$ cat config.mk
export PLATFORM = sky130hd
export DESIGN_NAME = mmcr_regs
export DESIGN_NICKNAME = d
export VERILOG_FILES = /design/src/shared/mmcr_pkg.sv /design/src/shared/mmcr_cfg_if.sv /design/src/logic/mmcr_regs.sv /design/src/logic/mmcr_ems_decode.sv
export SDC_FILE = /design/constraint.sdc
export NUM_CORES = 1
export LEC_CHECK = 0
export BUFFER_PORTS_ARGS = -buffer_cell sky130_fd_sc_hd__buf_4
export CELL_PAD_IN_SITES_DETAIL_PLACEMENT = 0
export CELL_PAD_IN_SITES_GLOBAL_PLACEMENT = 2
export CORE_MARGIN = 8
export CORE_UTILIZATION = 26
export CTS_BUF_LIST = sky130_fd_sc_hd__clkbuf_4
export CTS_CLUSTER_SIZE = 8
export DETAILED_ROUTE_END_ITERATION = 16
export PLACE_DENSITY = 0.63
export SETUP_SLACK_MARGIN = 0.5
export SYNTH_ARGS = -nofsm -noshare
export SYNTH_HDL_FRONTEND = slang
export SYNTH_SLANG_ARGS = --single-unit
$ cat constraint.sdc
create_clock -name clk -period 3.5 [get_ports clk]
set_input_delay 0.525 -clock clk [delete_from_list [all_inputs] [get_ports clk]]
set_output_delay 0.525 -clock clk [all_outputs]
set_load 0.1 [all_outputs]
$ cat src/shared/mmcr_pkg.sv
// Package with register indices, field positions and reset values of the memory map configuration bank.
package mmcr_pkg;

  // ****************************************
  // I/O ports and register indices
  // ****************************************
  localparam logic [7:0] IO_INDEX_PORT   = 8'h22;
  localparam logic [7:0] IO_DATA_PORT    = 8'h23;
  localparam logic [7:0] IDX_SHADOW_AB   = 8'h67;
  localparam logic [7:0] IDX_SHADOW_CD   = 8'h68;
  localparam logic [7:0] IDX_SHADOW_EF   = 8'h69;
  localparam logic [7:0] IDX_PRIM_BANK   = 8'h6a;
  localparam logic [7:0] IDX_DRAM_WAIT   = 8'h6b;
  localparam logic [7:0] IDX_SEC_BANK    = 8'h6c;
  localparam logic [7:0] IDX_EXP_BASE    = 8'h6d;
  localparam logic [7:0] IDX_EXP_BLOCKS  = 8'h6e;
  localparam logic [7:0] IDX_MISC        = 8'h6f;

  // ****************************************
  // Reset values
  // ****************************************
  localparam logic [7:0] RST_SHADOW      = 8'h00;
  localparam logic [7:0] RST_PRIM_BANK   = 8'h80;
  localparam logic [7:0] RST_DRAM_WAIT   = 8'h6b;
  localparam logic [7:0] RST_SEC_BANK    = 8'h00;
  localparam logic [7:0] RST_EXP_BASE    = 8'h00;
  localparam logic [7:0] RST_EXP_BLOCKS  = 8'h00;
  localparam logic [7:0] RST_MISC        = 8'h00;

  // ****************************************
  // Field positions and writable masks
  // ****************************************
  localparam int BANK_TWO_BIT    = 5;
  localparam int BANK_TYPE_LSB   = 6;
  localparam int ROM_WS_LSB      = 0;
  localparam int EXP_WS_LSB      = 2;
  localparam int EXP_EN_BIT      = 4;
  localparam int RAM_WS_BIT      = 5;
  localparam int RELOC_BIT       = 6;
  localparam int PAGE_IL_BIT     = 7;
  localparam int IO_SEL_LSB      = 0;
  localparam int FRAME_SEL_LSB   = 4;
  localparam logic [7:0] BANK_WMASK = 8'he0;
  localparam logic [7:0] MISC_WMASK = 8'he6;

  // ****************************************
  // Encodings
  // ****************************************
  localparam logic [3:0] FRAME_SEL_MAX   = 4'h8;
  localparam logic [19:0] FRAME_BASE     = 20'hc0000;
  localparam logic [19:0] PAGE_SIZE      = 20'h04000;
  localparam logic [1:0] EXP_WS_RSVD     = 2'h3;

  typedef enum logic [1:0] {
    MMCR_IDLE  = 2'b00,
    MMCR_ARMED = 2'b01
  } mmcr_state_e;

endpackage : mmcr_pkg

$ cat src/shared/mmcr_cfg_if.sv
// Interface carrying configuration fields from the register bank to the decoder and the decoded bases and valid flags back.
`timescale 1ns/1ps
interface mmcr_cfg_if;
  logic [7:0] ems_io_sel;
  logic [3:0] frame_sel;
  logic       ems_on;
  logic [9:0] io_base;
  logic       io_valid;
  logic [19:0] frame_base;
  logic       frame_valid;
  modport bank (output ems_io_sel, output frame_sel, output ems_on, input io_base, input io_valid,
                input frame_base, input frame_valid);
  modport dec  (input ems_io_sel, input frame_sel, input ems_on, output io_base, output io_valid,
                output frame_base, output frame_valid);
endinterface : mmcr_cfg_if

$ cat src/logic/mmcr_regs.sv
// Index/data configuration register bank of the memory map controller.
`timescale 1ns/1ps
// Overview of operation
// - Index port selects register, data port accesses it.
// - Bits enable shadow RAM, A0000H to BFFFFH.
// - Bits enable shadow RAM, C0000H to DFFFFH.
// - Bits enable shadow RAM, E0000H to FFFFFH.
// - Primary bank bit 5 picks one/two banks.
// - Primary bank bits 7:6 give DRAM type.
// - ROM wait states equal field, default three.
// - Expanded wait states zero to two, default two.
// - Bit 4 enables expanded memory mapping.
// - Bit 5 selects RAM zero/one wait.
// - Relocation moves 512K-640K above 1M, only with 1M RAM.
// - Bit 7 selects page/interleaved DRAM mode.
// - Secondary bank bit 5 picks one/two banks.
// - Secondary bank bits 7:6 give local type.
// - Low nibble selects expanded page I/O pair.
// - High nibble selects four-page frame base.
// - Each page has a 2-bit block select.
// - Block select maps page into 2M region.
// - Boot firmware sets DRAM type from CMOS.
module mmcr_regs (
  input  wire logic        clk,
  input  wire logic        arst_n,
  input  wire logic        io_wr,
  input  wire logic        io_rd,
  input  wire logic [7:0]  io_addr,
  input  wire logic [7:0]  io_wdata,
  input  wire logic        ram_is_1m,
  output logic [7:0]       io_rdata,
  output logic             io_rdata_en,
  output logic [23:0]      shadow_en,
  output logic             prim_two_banks,
  output logic [1:0]       prim_dram_type,
  output logic             sec_two_banks,
  output logic [1:0]       sec_dram_type,
  output logic [1:0]       rom_wait,
  output logic [1:0]       exp_wait,
  output logic             exp_enable,
  output logic             ram_wait,
  output logic             reloc_active,
  output logic             page_il_mode,
  output logic [9:0]       exp_io_base,
  output logic             exp_io_valid,
  output logic [19:0]      exp_frame_base,
  output logic             exp_frame_valid,
  output logic [7:0]       exp_page_block,
  output logic [7:0]       misc_q_out
);

  // ****************************************
  // Input synchronisers
  // ****************************************
  logic [1:0] wr_s1_q;
  logic [1:0] wr_s2_q;
  logic [7:0] addr_s1_q;
  logic [7:0] addr_s2_q;
  logic [7:0] wdata_s1_q;
  logic [7:0] wdata_s2_q;
  logic [1:0] ram1m_sq;
  logic       wr_prev_q;
  logic       rd_prev_q;

  always_ff @(posedge clk or negedge arst_n) begin
    if (!arst_n) begin
      wr_s1_q    <= 2'h0;
      wr_s2_q    <= 2'h0;
      addr_s1_q  <= 8'h00;
      addr_s2_q  <= 8'h00;
      wdata_s1_q <= 8'h00;
      wdata_s2_q <= 8'h00;
      ram1m_sq   <= 2'h0;
    end else begin
      wr_s1_q    <= {io_rd, io_wr};
      wr_s2_q    <= wr_s1_q;
      addr_s1_q  <= io_addr;
      addr_s2_q  <= addr_s1_q;
      wdata_s1_q <= io_wdata;
      wdata_s2_q <= wdata_s1_q;
      ram1m_sq   <= {ram1m_sq[0], ram_is_1m};
    end
  end

  always_ff @(posedge clk or negedge arst_n) begin
    if (!arst_n) begin
      wr_prev_q <= 1'b0;
      rd_prev_q <= 1'b0;
    end else begin
      wr_prev_q <= wr_s2_q[0];
      rd_prev_q <= wr_s2_q[1];
    end
  end

  // Strobes fire once on the rising edge of each synchronised command.
  logic wr_stb;
  logic rd_stb;
  assign wr_stb = wr_s2_q[0] && !wr_prev_q;
  assign rd_stb = wr_s2_q[1] && !rd_prev_q;

  // ****************************************
  // Index latch and access arming
  // ****************************************
  mmcr_pkg::mmcr_state_e state_q;
  logic [7:0]            index_q;
  logic                  idx_wr;
  logic                  data_acc;
  assign idx_wr   = wr_stb && (addr_s2_q == mmcr_pkg::IO_INDEX_PORT);
  assign data_acc = (wr_stb || rd_stb) && (addr_s2_q == mmcr_pkg::IO_DATA_PORT);

  always_ff @(posedge clk or negedge arst_n) begin
    if (!arst_n) begin
      state_q <= mmcr_pkg::MMCR_IDLE;
    end else begin
      case (state_q)
        mmcr_pkg::MMCR_IDLE:  if (idx_wr) state_q <= mmcr_pkg::MMCR_ARMED;
        mmcr_pkg::MMCR_ARMED: if (data_acc) state_q <= mmcr_pkg::MMCR_IDLE;
        default:              state_q <= mmcr_pkg::MMCR_IDLE;
      endcase
    end
  end

  always_ff @(posedge clk or negedge arst_n) begin
    if (!arst_n) begin
      index_q <= 8'h00;
    end else if (idx_wr) begin
      index_q <= wdata_s2_q;
    end
  end

  logic data_wr;
  logic data_rd;
  assign data_wr = data_acc && wr_stb && (state_q == mmcr_pkg::MMCR_ARMED);
  assign data_rd = data_acc && rd_stb && (state_q == mmcr_pkg::MMCR_ARMED);

  // ****************************************
  // Configuration registers
  // ****************************************
  logic [7:0] shadow_ab_q;
  logic [7:0] shadow_cd_q;
  logic [7:0] shadow_ef_q;
  logic [7:0] prim_bank_q;
  logic [7:0] dram_wait_q;
  logic [7:0] sec_bank_q;
  logic [7:0] exp_base_q;
  logic [7:0] exp_blocks_q;
  logic [7:0] misc_q;

  always_ff @(posedge clk or negedge arst_n) begin
    if (!arst_n) begin
      shadow_ab_q  <= mmcr_pkg::RST_SHADOW;
      shadow_cd_q  <= mmcr_pkg::RST_SHADOW;
      shadow_ef_q  <= mmcr_pkg::RST_SHADOW;
      prim_bank_q  <= mmcr_pkg::RST_PRIM_BANK;
      dram_wait_q  <= mmcr_pkg::RST_DRAM_WAIT;
      sec_bank_q   <= mmcr_pkg::RST_SEC_BANK;
      exp_base_q   <= mmcr_pkg::RST_EXP_BASE;
      exp_blocks_q <= mmcr_pkg::RST_EXP_BLOCKS;
      misc_q       <= mmcr_pkg::RST_MISC;
    end else if (data_wr) begin
      if (index_q == mmcr_pkg::IDX_SHADOW_AB) begin
        shadow_ab_q <= wdata_s2_q;
      end else if (index_q == mmcr_pkg::IDX_SHADOW_CD) begin
        shadow_cd_q <= wdata_s2_q;
      end else if (index_q == mmcr_pkg::IDX_SHADOW_EF) begin
        shadow_ef_q <= wdata_s2_q;
      end else if (index_q == mmcr_pkg::IDX_PRIM_BANK) begin
        prim_bank_q <= wdata_s2_q & mmcr_pkg::BANK_WMASK;
      end else if (index_q == mmcr_pkg::IDX_DRAM_WAIT) begin
        dram_wait_q <= wdata_s2_q;
      end else if (index_q == mmcr_pkg::IDX_SEC_BANK) begin
        sec_bank_q <= wdata_s2_q & mmcr_pkg::BANK_WMASK;
      end else if (index_q == mmcr_pkg::IDX_EXP_BASE) begin
        exp_base_q <= wdata_s2_q;
      end else if (index_q == mmcr_pkg::IDX_EXP_BLOCKS) begin
        exp_blocks_q <= wdata_s2_q;
      end else if (index_q == mmcr_pkg::IDX_MISC) begin
        misc_q <= wdata_s2_q & mmcr_pkg::MISC_WMASK;
      end
    end
  end

  // ****************************************
  // Read multiplexer
  // ****************************************
  logic [7:0] rd_mux;
  logic       rd_hit;
  always_comb begin
    rd_hit = 1'b1;
    if (index_q == mmcr_pkg::IDX_SHADOW_AB) begin
      rd_mux = shadow_ab_q;
    end else if (index_q == mmcr_pkg::IDX_SHADOW_CD) begin
      rd_mux = shadow_cd_q;
    end else if (index_q == mmcr_pkg::IDX_SHADOW_EF) begin
      rd_mux = shadow_ef_q;
    end else if (index_q == mmcr_pkg::IDX_PRIM_BANK) begin
      rd_mux = prim_bank_q;
    end else if (index_q == mmcr_pkg::IDX_DRAM_WAIT) begin
      rd_mux = dram_wait_q;
    end else if (index_q == mmcr_pkg::IDX_SEC_BANK) begin
      rd_mux = sec_bank_q;
    end else if (index_q == mmcr_pkg::IDX_EXP_BASE) begin
      rd_mux = exp_base_q;
    end else if (index_q == mmcr_pkg::IDX_EXP_BLOCKS) begin
      rd_mux = exp_blocks_q;
    end else if (index_q == mmcr_pkg::IDX_MISC) begin
      rd_mux = misc_q;
    end else begin
      rd_mux = 8'h00;
      rd_hit = 1'b0;
    end
  end

  // Read data is captured on an armed data-port read and held until the next such read; any write strobe clears io_rdata_en.
  always_ff @(posedge clk or negedge arst_n) begin
    if (!arst_n) begin
      io_rdata    <= 8'h00;
      io_rdata_en <= 1'b0;
    end else if (data_rd) begin
      io_rdata    <= rd_mux;
      io_rdata_en <= rd_hit;
    end else if (wr_stb) begin
      io_rdata_en <= 1'b0;
    end
  end

  // ****************************************
  // Expanded memory decode
  // ****************************************
  mmcr_cfg_if cfg ();
  assign cfg.ems_io_sel = exp_base_q;
  assign cfg.frame_sel  = exp_base_q[mmcr_pkg::FRAME_SEL_LSB +: 4];
  assign cfg.ems_on     = dram_wait_q[mmcr_pkg::EXP_EN_BIT];

  mmcr_ems_decode u_dec (
    .cfg (cfg.dec)
  );

  // ****************************************
  // Registered field outputs
  // ****************************************
  logic [1:0] exp_ws_field;
  assign exp_ws_field = dram_wait_q[mmcr_pkg::EXP_WS_LSB +: 2];

  always_ff @(posedge clk or negedge arst_n) begin
    if (!arst_n) begin
      shadow_en       <= 24'h000000;
      prim_two_banks  <= 1'b0;
      prim_dram_type  <= 2'h0;
      sec_two_banks   <= 1'b0;
      sec_dram_type   <= 2'h0;
      rom_wait        <= 2'h0;
      exp_wait        <= 2'h0;
      exp_enable      <= 1'b0;
      ram_wait        <= 1'b0;
      reloc_active    <= 1'b0;
      page_il_mode    <= 1'b0;
      exp_io_base     <= 10'h000;
      exp_io_valid    <= 1'b0;
      exp_frame_base  <= 20'h00000;
      exp_frame_valid <= 1'b0;
      exp_page_block  <= 8'h00;
      misc_q_out      <= 8'h00;
    end else begin
      shadow_en      <= {shadow_ef_q, shadow_cd_q, shadow_ab_q};
      prim_two_banks <= prim_bank_q[mmcr_pkg::BANK_TWO_BIT];
      prim_dram_type <= prim_bank_q[mmcr_pkg::BANK_TYPE_LSB +: 2];
      sec_two_banks  <= sec_bank_q[mmcr_pkg::BANK_TWO_BIT];
      sec_dram_type  <= sec_bank_q[mmcr_pkg::BANK_TYPE_LSB +: 2];
      rom_wait       <= dram_wait_q[mmcr_pkg::ROM_WS_LSB +: 2];
      exp_wait       <= (exp_ws_field == mmcr_pkg::EXP_WS_RSVD) ? 2'h2 : exp_ws_field;
      exp_enable     <= dram_wait_q[mmcr_pkg::EXP_EN_BIT];
      ram_wait       <= dram_wait_q[mmcr_pkg::RAM_WS_BIT];
      reloc_active   <= dram_wait_q[mmcr_pkg::RELOC_BIT] && ram1m_sq[1];
      page_il_mode   <= dram_wait_q[mmcr_pkg::PAGE_IL_BIT];
      exp_io_base    <= cfg.io_base;
      exp_io_valid   <= cfg.io_valid;
      exp_frame_base <= cfg.frame_base;
      exp_frame_valid <= cfg.frame_valid;
      exp_page_block <= exp_blocks_q;
      misc_q_out     <= misc_q;
    end
  end

  // ****************************************
  // Assertions
  // ****************************************
  property p_data_needs_index;
    @(posedge clk) disable iff (!arst_n)
      (data_acc && state_q == mmcr_pkg::MMCR_ARMED) |=> (state_q == mmcr_pkg::MMCR_IDLE);
  endproperty
  a_data_needs_index: assert property (p_data_needs_index) else $error("Arming not consumed.");

  property p_index_latch;
    @(posedge clk) disable iff (!arst_n)
      idx_wr |=> (index_q == $past(wdata_s2_q) && state_q == mmcr_pkg::MMCR_ARMED);
  endproperty
  a_index_latch: assert property (p_index_latch) else $error("Index not latched.");

  property p_reserved_zero;
    @(posedge clk) disable iff (!arst_n)
      (prim_bank_q[4:0] == 5'h00) && (sec_bank_q[4:0] == 5'h00);
  endproperty
  a_reserved_zero: assert property (p_reserved_zero) else $error("Reserved bits set.");

  property p_shadow_write;
    @(posedge clk) disable iff (!arst_n)
      (data_wr && index_q == mmcr_pkg::IDX_SHADOW_CD) |=> ##1 (shadow_en[15:8] == $past(wdata_s2_q, 2));
  endproperty
  a_shadow_write: assert property (p_shadow_write) else $error("Shadow enable not updated.");

  property p_rom_wait;
    @(posedge clk) disable iff (!arst_n)
      (data_wr && index_q == mmcr_pkg::IDX_DRAM_WAIT) |=> ##1 (rom_wait == $past(wdata_s2_q[1:0], 2));
  endproperty
  a_rom_wait: assert property (p_rom_wait) else $error("Rom wait not updated.");

  property p_exp_wait_legal;
    @(posedge clk) disable iff (!arst_n) exp_wait != 2'h3;
  endproperty
  a_exp_wait_legal: assert property (p_exp_wait_legal) else $error("Expanded wait reserved.");

  property p_reloc;
    @(posedge clk) disable iff (!arst_n)
      reloc_active |-> $past(ram1m_sq[1]) && $past(dram_wait_q[mmcr_pkg::RELOC_BIT]);
  endproperty
  a_reloc: assert property (p_reloc) else $error("Relocation without 1M.");

  property p_frame_range;
    @(posedge clk) disable iff (!arst_n)
      exp_frame_valid |-> (exp_frame_base >= 20'hc0000 && exp_frame_base <= 20'he0000 && exp_enable);
  endproperty
  a_frame_range: assert property (p_frame_range) else $error("Frame base out of range.");

  property p_refused_write;
    @(posedge clk) disable iff (!arst_n)
      (data_acc && wr_stb && state_q == mmcr_pkg::MMCR_IDLE) |=>
        $stable({shadow_ab_q, shadow_cd_q, shadow_ef_q, prim_bank_q, dram_wait_q, sec_bank_q, exp_base_q,
                 exp_blocks_q, misc_q});
  endproperty
  a_refused_write: assert property (p_refused_write) else $error("Data write taken without index.");

  property p_unmapped_read;
    @(posedge clk) disable iff (!arst_n)
      (data_rd && !rd_hit) |=> (io_rdata == 8'h00 && !io_rdata_en);
  endproperty
  a_unmapped_read: assert property (p_unmapped_read) else $error("Unmapped index read not empty.");

endmodule : mmcr_regs

$ cat src/logic/mmcr_ems_decode.sv
// Decoder of the expanded-memory I/O pair and page-frame base.
`timescale 1ns/1ps
module mmcr_ems_decode (
  mmcr_cfg_if.dec cfg
);

  // ****************************************
  // Page register I/O base
  // ****************************************
  always_comb begin
    cfg.io_valid = cfg.ems_on;
    case (cfg.ems_io_sel[3:0])
      4'h0: cfg.io_base = 10'h208;
      4'h1: cfg.io_base = 10'h218;
      4'h5: cfg.io_base = 10'h258;
      4'h6: cfg.io_base = 10'h268;
      4'ha: cfg.io_base = 10'h2a8;
      4'hb: cfg.io_base = 10'h2b8;
      4'he: cfg.io_base = 10'h2e8;
      default: begin
        cfg.io_base  = 10'h000;
        cfg.io_valid = 1'b0;
      end
    endcase
  end

  // ****************************************
  // Page frame base
  // ****************************************
  always_comb begin
    cfg.frame_valid = cfg.ems_on && (cfg.frame_sel <= mmcr_pkg::FRAME_SEL_MAX);
    cfg.frame_base  = cfg.frame_valid
                      ? 20'(mmcr_pkg::FRAME_BASE + mmcr_pkg::PAGE_SIZE * 20'(cfg.frame_sel)) : 20'h00000;
  end

endmodule : mmcr_ems_decode

# == After elaboration in Yosys (flattened, before gate mapping) ==
# Index checks and enable logic that the tools add are counted.
# totals
out_inout_bits,95
input_bits,21
regBits,201
word_cells,124
# classes
n_eq_ne,21
muxes,27
order_cmp,1
reduce_logical,27
bitwise,8
add_sub_neg,1
# ops
cell,n
"equality test 8 x 7 -> 1 bit, second input constant",9
two-way mux 8 bit,9
case mux 10 bit (7 select lines),1
"adder 19 x 19 -> 20 bit, first input constant",1
two-way mux 20 bit,1
"equality test 8 x 6 -> 1 bit, second input constant",2
"equality test 4 bit, second input constant",3
two-way mux 1 bit,12
logical AND 1 bit,10
AND reduction 10 bit,1
AND reduction 9 bit,1
"equality test 4 x 3 -> 1 bit, second input constant",2
inverter 1 bit,8
AND reduction 8 bit,1
AND reduction 7 bit,1
OR reduction 7 bit,1
two-way mux 2 bit,3
AND reduction 6 bit,1
AND reduction 5 bit,1
"equality test 4 x 1 -> 1 bit, second input constant",1
"<= comparator 4 bit, second input constant",1
logical NOT 4 bit,1
"inequality test 2 bit, second input constant",2
case mux 2 bit (2 select lines),1
9 further kinds,11

# == Logic depth before layout (Yosys ltp) ==
# logic_depth
ltp_word,11
ltp_mapped,7
mapped_depth_nobuf,5

# == Hierarchy ==
# Synthesis repeated with hierarchy kept, for this count alone.
# hier_totals
cells_unflattened,465
area_unflattened_um2,7053.0
# by_module_without_submodules
mod,area_each_um2,instances,seq_area_each_um2,cells_per_inst
mmcr_regs,6756.5,1,5012.3,420
mmcr_ems_decode,296.5,1,0.0,45

# == Least setup slack after synthesis ==
# No wires, ideal clock.
# synth_timing
kind,register to register
start,reg addr_s2_q[4]
end,reg dram_wait_q[2]
synth_period_minus_slack_ps,1884
arrival_ps,1759
path_buffers,1
path_slack_ps,1616
path_stages_with_launch,7
cell_sequence,dfrtp_1 -> nor4b_2 -> nand3_2 -> nor3_4 -> and4_1 -> buf_4 -> mux2_2
# synth_between
elab_chain_len,5
# synth_lines
element,line_no,source
start: declaration,mmcr_regs.sv:58,logic [7:0] addr_s2_q;
start signal: assignment,mmcr_regs.sv:78,addr_s2_q <= addr_s1_q;
equality test 8 x 6 -> 1 bit,mmcr_regs.sv:109,assign data_acc = (wr_stb || rd_stb) && (addr_s2_q == mmcr_pkg::IO_DATA_PORT);
logical AND 1 bit,mmcr_regs.sv:109,
logical AND 1 bit (2 in series),mmcr_regs.sv:133,assign data_wr = data_acc && wr_stb && (state_q == mmcr_pkg::MMCR_ARMED);
AND reduction 6 bit (no source line),n/a,
end signal: assignment,mmcr_regs.sv:155,dram_wait_q <= mmcr_pkg::RST_DRAM_WAIT;
end signal: assignment,mmcr_regs.sv:170,dram_wait_q <= wdata_s2_q;
end: declaration,mmcr_regs.sv:143,logic [7:0] dram_wait_q;
# Every way passes these cells.
# A chain may end at the register's enable or synchronous reset.

# == Worst setup path after layout ==
# layout_timing
start,reg index_q[1]
end,reg shadow_ab_q[3]
# layout_between
elab_chain_len,2
# layout_lines
element,line_no,source
start: declaration,mmcr_regs.sv:105,logic [7:0] index_q;
start signal: assignment,mmcr_regs.sv:127,index_q <= wdata_s2_q;
equality test 8 x 7 -> 1 bit,mmcr_regs.sv:161,if (index_q == mmcr_pkg::IDX_SHADOW_AB) begin
AND reduction 2 bit (no source line),n/a,
end signal: assignment,mmcr_regs.sv:151,shadow_ab_q <= mmcr_pkg::RST_SHADOW;
end signal: assignment,mmcr_regs.sv:162,shadow_ab_q <= wdata_s2_q;
end: declaration,mmcr_regs.sv:139,logic [7:0] shadow_ab_q;
# Every way passes these cells.

==> results_tabular.tex <==
\begin{tabular}{lr}
\hline
Metric & Value \\
\hline
\multicolumn{2}{l}{\textbf{Outcome}} \\
\quad Status & finished clean \\
\multicolumn{2}{l}{\textbf{Synthesis}} \\
\quad Average cell area after synthesis & $\sim$15 µm² \\
\quad Synthesized area & about 0.0065 mm² \\
\quad Synthesized netlist cell count & roughly 440 \\
\quad Library cells used by synthesis & around 50 \\
\quad Sequential cell area fraction in the yosys report & 69.40\% \\
\quad Number of flops mapped to enable cells by yosys & 0 \\
\quad Predominant post-synthesis flop cell & sky130\_fd\_sc\_hd\_\_dfrtp\_1 \\
\quad Share of synthesized registers carrying an async set or reset & 100.0\% \\
\quad FF+latch count, synth & around 180 \\
\quad Syn. warnings & 0 \\
\multicolumn{2}{l}{\textbf{Cells and area}} \\
\quad Post-layout instance count excluding filler cells & $\sim$890 \\
\quad Final Net Count & around 570 \\
\quad Post-route cell area & about 0.008 mm² \\
\quad Most used cells in the layout excluding fill and tap cells & 173 x sky130\_fd\_sc\_hd\_\_dfrtp\_1, 95 x sky130\_fd\_sc\_hd\_\_buf\_4, 69 x sky130\_fd\_sc\_hd\_\_mux2\_2 \\
\quad Layout cell share with drive strength beyond 1 & between 30\% and 40\% \\
\quad Area Overhead vs Synth & 22.60\% \\
\quad Most common library cell in the layout ignoring fill and taps & sky130\_fd\_sc\_hd\_\_dfrtp\_1 \\
\quad Util after Layout & about a third \\
\multicolumn{2}{l}{\textbf{Critical path}} \\
\quad Critical Setup Path Class & flip-flop to flip-flop \\
\quad Type of origin of the critical path & flip-flop \\
\quad Worst Path Max Fanout & 25 \\
\quad Setup slack on the worst flop-to-flop path & between 0.9 and 1 ns \\
\quad Slowest library cell on the worst path & sky130\_fd\_sc\_hd\_\_dfrtp\_1 \\
\quad Crit path arrival time & 2.99 ns \\
\quad CP endpoint kind & flip-flop \\
\quad Worst-path cell chain & nand3\_1, nor3b\_2, nand2\_2, mux2\_2 \\
\quad CP Data Required Time & approximately 4 ns \\
\quad Largest stage delay, worst path & approximately 0.84 ns \\
\multicolumn{2}{l}{\textbf{Route}} \\
\quad Final ANT Viol Nets & 0 \\
\quad Final routed DRC violation total & 0 \\
\quad Number of vias per cell & roughly 4.2 \\
\quad Met2 routed WL & about 7500 µm \\
\quad Initial DRT Pass Iterations & 4 \\
\quad Top routing layer in use & met4 \\
\quad Initial DRC Count & 152 \\
\quad Routed via count & around 3700 \\
\quad Detail Route met3 WL & about 590 µm \\
\quad Total Routed Length & approximately 16000 µm \\
\quad Met1 Wirelength & 7207 µm \\
\quad Average wire per cell in the routed design & approximately 18 µm \\
\multicolumn{2}{l}{\textbf{Power and ir drop}} \\
\quad Worst vdd rail ir drop & 0.1658 mV \\
\quad P per Cell Area & 440.8 mW/mm² \\
\quad Static leakage & 3.938 nW \\
\multicolumn{2}{l}{\textbf{Clock tree}} \\
\quad Num CTS Buffers & 17 \\
\quad Buffers inserted during post-CTS setup optimization & 0 \\
\quad Count of H-tree levels built during CTS & 4 \\
\quad Clock Root Buffer & sky130\_fd\_sc\_hd\_\_clkbuf\_4 \\
\quad Insertion delay to the later sink of the worst-skew pair & approximately 0.58 ns \\
\quad Buffer depth of the longest clock path & 2 \\
\quad CTS clock-pin slew for the worst setup and hold paths & approximately 0.15 ns \\
\quad Clock sink count & about 180 \\
\quad TritonCTS clock tree & built \\
\multicolumn{2}{l}{\textbf{Placement}} \\
\quad Count of buffers from port buffering & 94 \\
\quad Estimated wirelength of the detail-placed design & approximately 11000 µm \\
\quad RePlAce Congestion & 0.7633 \\
\quad Count of placed standard cells including taps & 838 \\
\quad Cell Area, Placed & about 0.0074 mm² \\
\multicolumn{2}{l}{\textbf{Timing}} \\
\quad Setup repair after global routing missed its margin & no \\
\quad Max-Slew Margin vs Limit & $\sim$40\% \\
\quad Summed negative setup slack over all endpoints & 0 ns \\
\quad Final Max Slew Viols & 0 \\
\quad Final setup violation count & 0 \\
\quad Maximum clock frequency & between 300 and 400 MHz \\
\quad Number of endpoints with negative hold slack in the final report & 0 \\
\quad Hold Worst Slack & $\sim$0.37 ns \\
\quad Final cycle utilization of the critical path & 71.95\% \\
\quad Shortest period the worst path allows & 2.518 ns \\
\quad Transition at the pin with the smallest max-transition slack & 0.8847 ns \\
\quad Setup skew after layout & 0.01752 ns \\
\multicolumn{2}{l}{\textbf{Global routing}} \\
\quad Global-route wire length before repair & 24920 µm \\
\quad Vias in the first global route & between 4000 and 5000 \\
\quad GRT Residual Overflow & 0 \\
\quad Number of antenna violations at the first check in global routing & 1 \\
\quad Total routing usage reported by global routing & about 11\% \\
\quad Largest net degree at the start of global routing & 89 \\
\multicolumn{2}{l}{\textbf{Floorplan}} \\
\quad Effective utilization at floorplan & a little over a quarter \\
\quad Site row count & 57 \\
\quad Chip Width & 173.7 µm \\
\quad Floorplan Core Area & about 0.024 mm² \\
\quad Area of the die & slightly above 0.03 mm² \\
\quad Die outline height & 173.7 µm \\
\quad I/O pin total & $\sim$120 \\
\multicolumn{2}{l}{\textbf{Flow run}} \\
\quad \# Max-Cap Violations & 0 \\
\multicolumn{2}{l}{\textbf{Min path}} \\
\quad Path category of the worst min-delay check & flip-flop to flip-flop \\
\hline
\end{tabular}
-- synthesized netlist by cell type, types with 2 or more instances --
library cell,instances,area [µm²]
sky130_fd_sc_hd__nand3_1,4,20.02
sky130_fd_sc_hd__and3_1,7,43.79
sky130_fd_sc_hd__a311oi_1,2,17.52
sky130_fd_sc_hd__o2bb2ai_1,2,17.52
sky130_fd_sc_hd__mux2i_1,3,30.03
sky130_fd_sc_hd__buf_1,5,18.77
sky130_fd_sc_hd__a31oi_1,6,37.54
sky130_fd_sc_hd__o211ai_1,4,30.03
sky130_fd_sc_hd__nor3_1,3,15.01
sky130_fd_sc_hd__dfrtp_1,173,4329
sky130_fd_sc_hd__dfstp_2,6,157.7
sky130_fd_sc_hd__buf_2,3,15.01
sky130_fd_sc_hd__o21a_1,3,22.52
sky130_fd_sc_hd__buf_4,26,195.2
sky130_fd_sc_hd__nor2b_1,4,25.02
sky130_fd_sc_hd__o31ai_1,2,15.01
sky130_fd_sc_hd__nor2_1,15,56.30
sky130_fd_sc_hd__a22oi_1,2,15.01
sky130_fd_sc_hd__or3_1,2,12.51
sky130_fd_sc_hd__o21ai_0,10,50.05
sky130_fd_sc_hd__mux2_2,69,777.0
sky130_fd_sc_hd__nand4_2,2,25.02
sky130_fd_sc_hd__inv_1,5,18.77
sky130_fd_sc_hd__a221oi_1,5,43.79
sky130_fd_sc_hd__and2_1,5,31.28
sky130_fd_sc_hd__nand2b_1,6,37.54
sky130_fd_sc_hd__a21oi_1,12,60.06
sky130_fd_sc_hd__nor3b_1,2,15.01
sky130_fd_sc_hd__clkbuf_1,8,30.03
sky130_fd_sc_hd__nand2_1,22,82.58
-- per-layer routing --
layer  vias up  global-route usage (%)
li1       1729                       -
met1      1912                   13.70
met4         0                   4.453
met2        91                   17.06
met3        17                   2.810
met5         -                       0
-- worst max-delay path, delay by kind of cell (launching register included) --
family | cells | cell delay (ns)
AND/OR/NAND/NOR | 3 | 1.22
multiplexers | 1 | 0.34
flip-flops | 1 | 0.84
-- kinds of logic (layout without fill, tap and decap cells) --
logic type      after synthesis  after routing  synth area share [%]
flops                       179            179                 69.40
simple gates                 83             83                 7.761
mux                          72             72                 12.48
compound gates               57             57                 6.000
buf+inv                      47            154                 4.297
other cells                   1             22               0.05801
-- final timing paths --
kind                                        startpoint                    endpoint  depth (start not counted)
worst max-delay path            index_q[1]$_DFFE_PN0P_  shadow_ab_q[3]$_DFFE_PN0P_                          4
worst min-delay path              wr_s1_q[1]$_DFF_PN0_        wr_s2_q[1]$_DFF_PN0_                          0
worst max register to register  index_q[1]$_DFFE_PN0P_  shadow_ab_q[3]$_DFFE_PN0P_                          4
worst min register to register    wr_s1_q[1]$_DFF_PN0_        wr_s2_q[1]$_DFF_PN0_                          0
max in group asynchronous                       arst_n  dram_wait_q[6]$_DFFE_PN1P_                          3
min in group asynchronous                       arst_n      addr_s1_q[3]$_DFF_PN0_                          2
-- through the flow --
stage	total power [W]	setup slack, ns
3_5_place_dp	0.002356	0.9994
6_report	0.003494	0.9816
5_1_grt	0.003676	0.7879
3_3_place_gp	0.002354	1.124
4_1_cts	0.003569	0.9647
2_1_floorplan	0.002293	1.616
-- power by group --
part	leakage, nW	switching, W	internal (W)	total, W
logic	1.40	0.000162	0.0000442	0.000207
clock network	0.158	0.000776	0.000387	0.00116
registers	2.38	0.0000293	0.00210	0.00212
total	3.94	0.000968	0.00253	0.00349
-- area by class of cell --
type / count / area, µm²
Fill cell: 2483 / 16460
Sequential cell: 179 / 4487
Multi-Input combinational cell: 233 / 1775
Timing Repair Buffer: 117 / 944.7
Tap cell: 324 / 405.4
Clock inverter: 15 / 165.2
Clock buffer: 17 / 127.6
Inverter: 5 / 18.77
Antenna cell: 1 / 2.502
-- sequential cells by signal, indices dropped and copies added, names as in the netlist, 3 cells and up --
signal / flops
exp_blocks_q: 8
misc_q: 5
shadow_en: 24
cfg.ems_io_sel: 8
dram_wait_q: 8
index_q: 8
addr_s1_q: 8
prim_bank_q: 3
exp_page_block: 8
io_rdata: 8
sec_bank_q: 3
shadow_ab_q: 8
shadow_cd_q: 8
shadow_ef_q: 8
exp_frame_base: 5
wdata_s1_q: 8
wdata_s2_q: 8
misc_q_out: 5
addr_s2_q: 8
exp_io_base: 5
-- repair_timing --
item | in CTS | in global routing
hold buffers | 20 | 0
resized for setup | 0 | 0
endpoints found under the hold margin | 57 | 0
No activity file was read; power rests on OpenSTA's default activity.
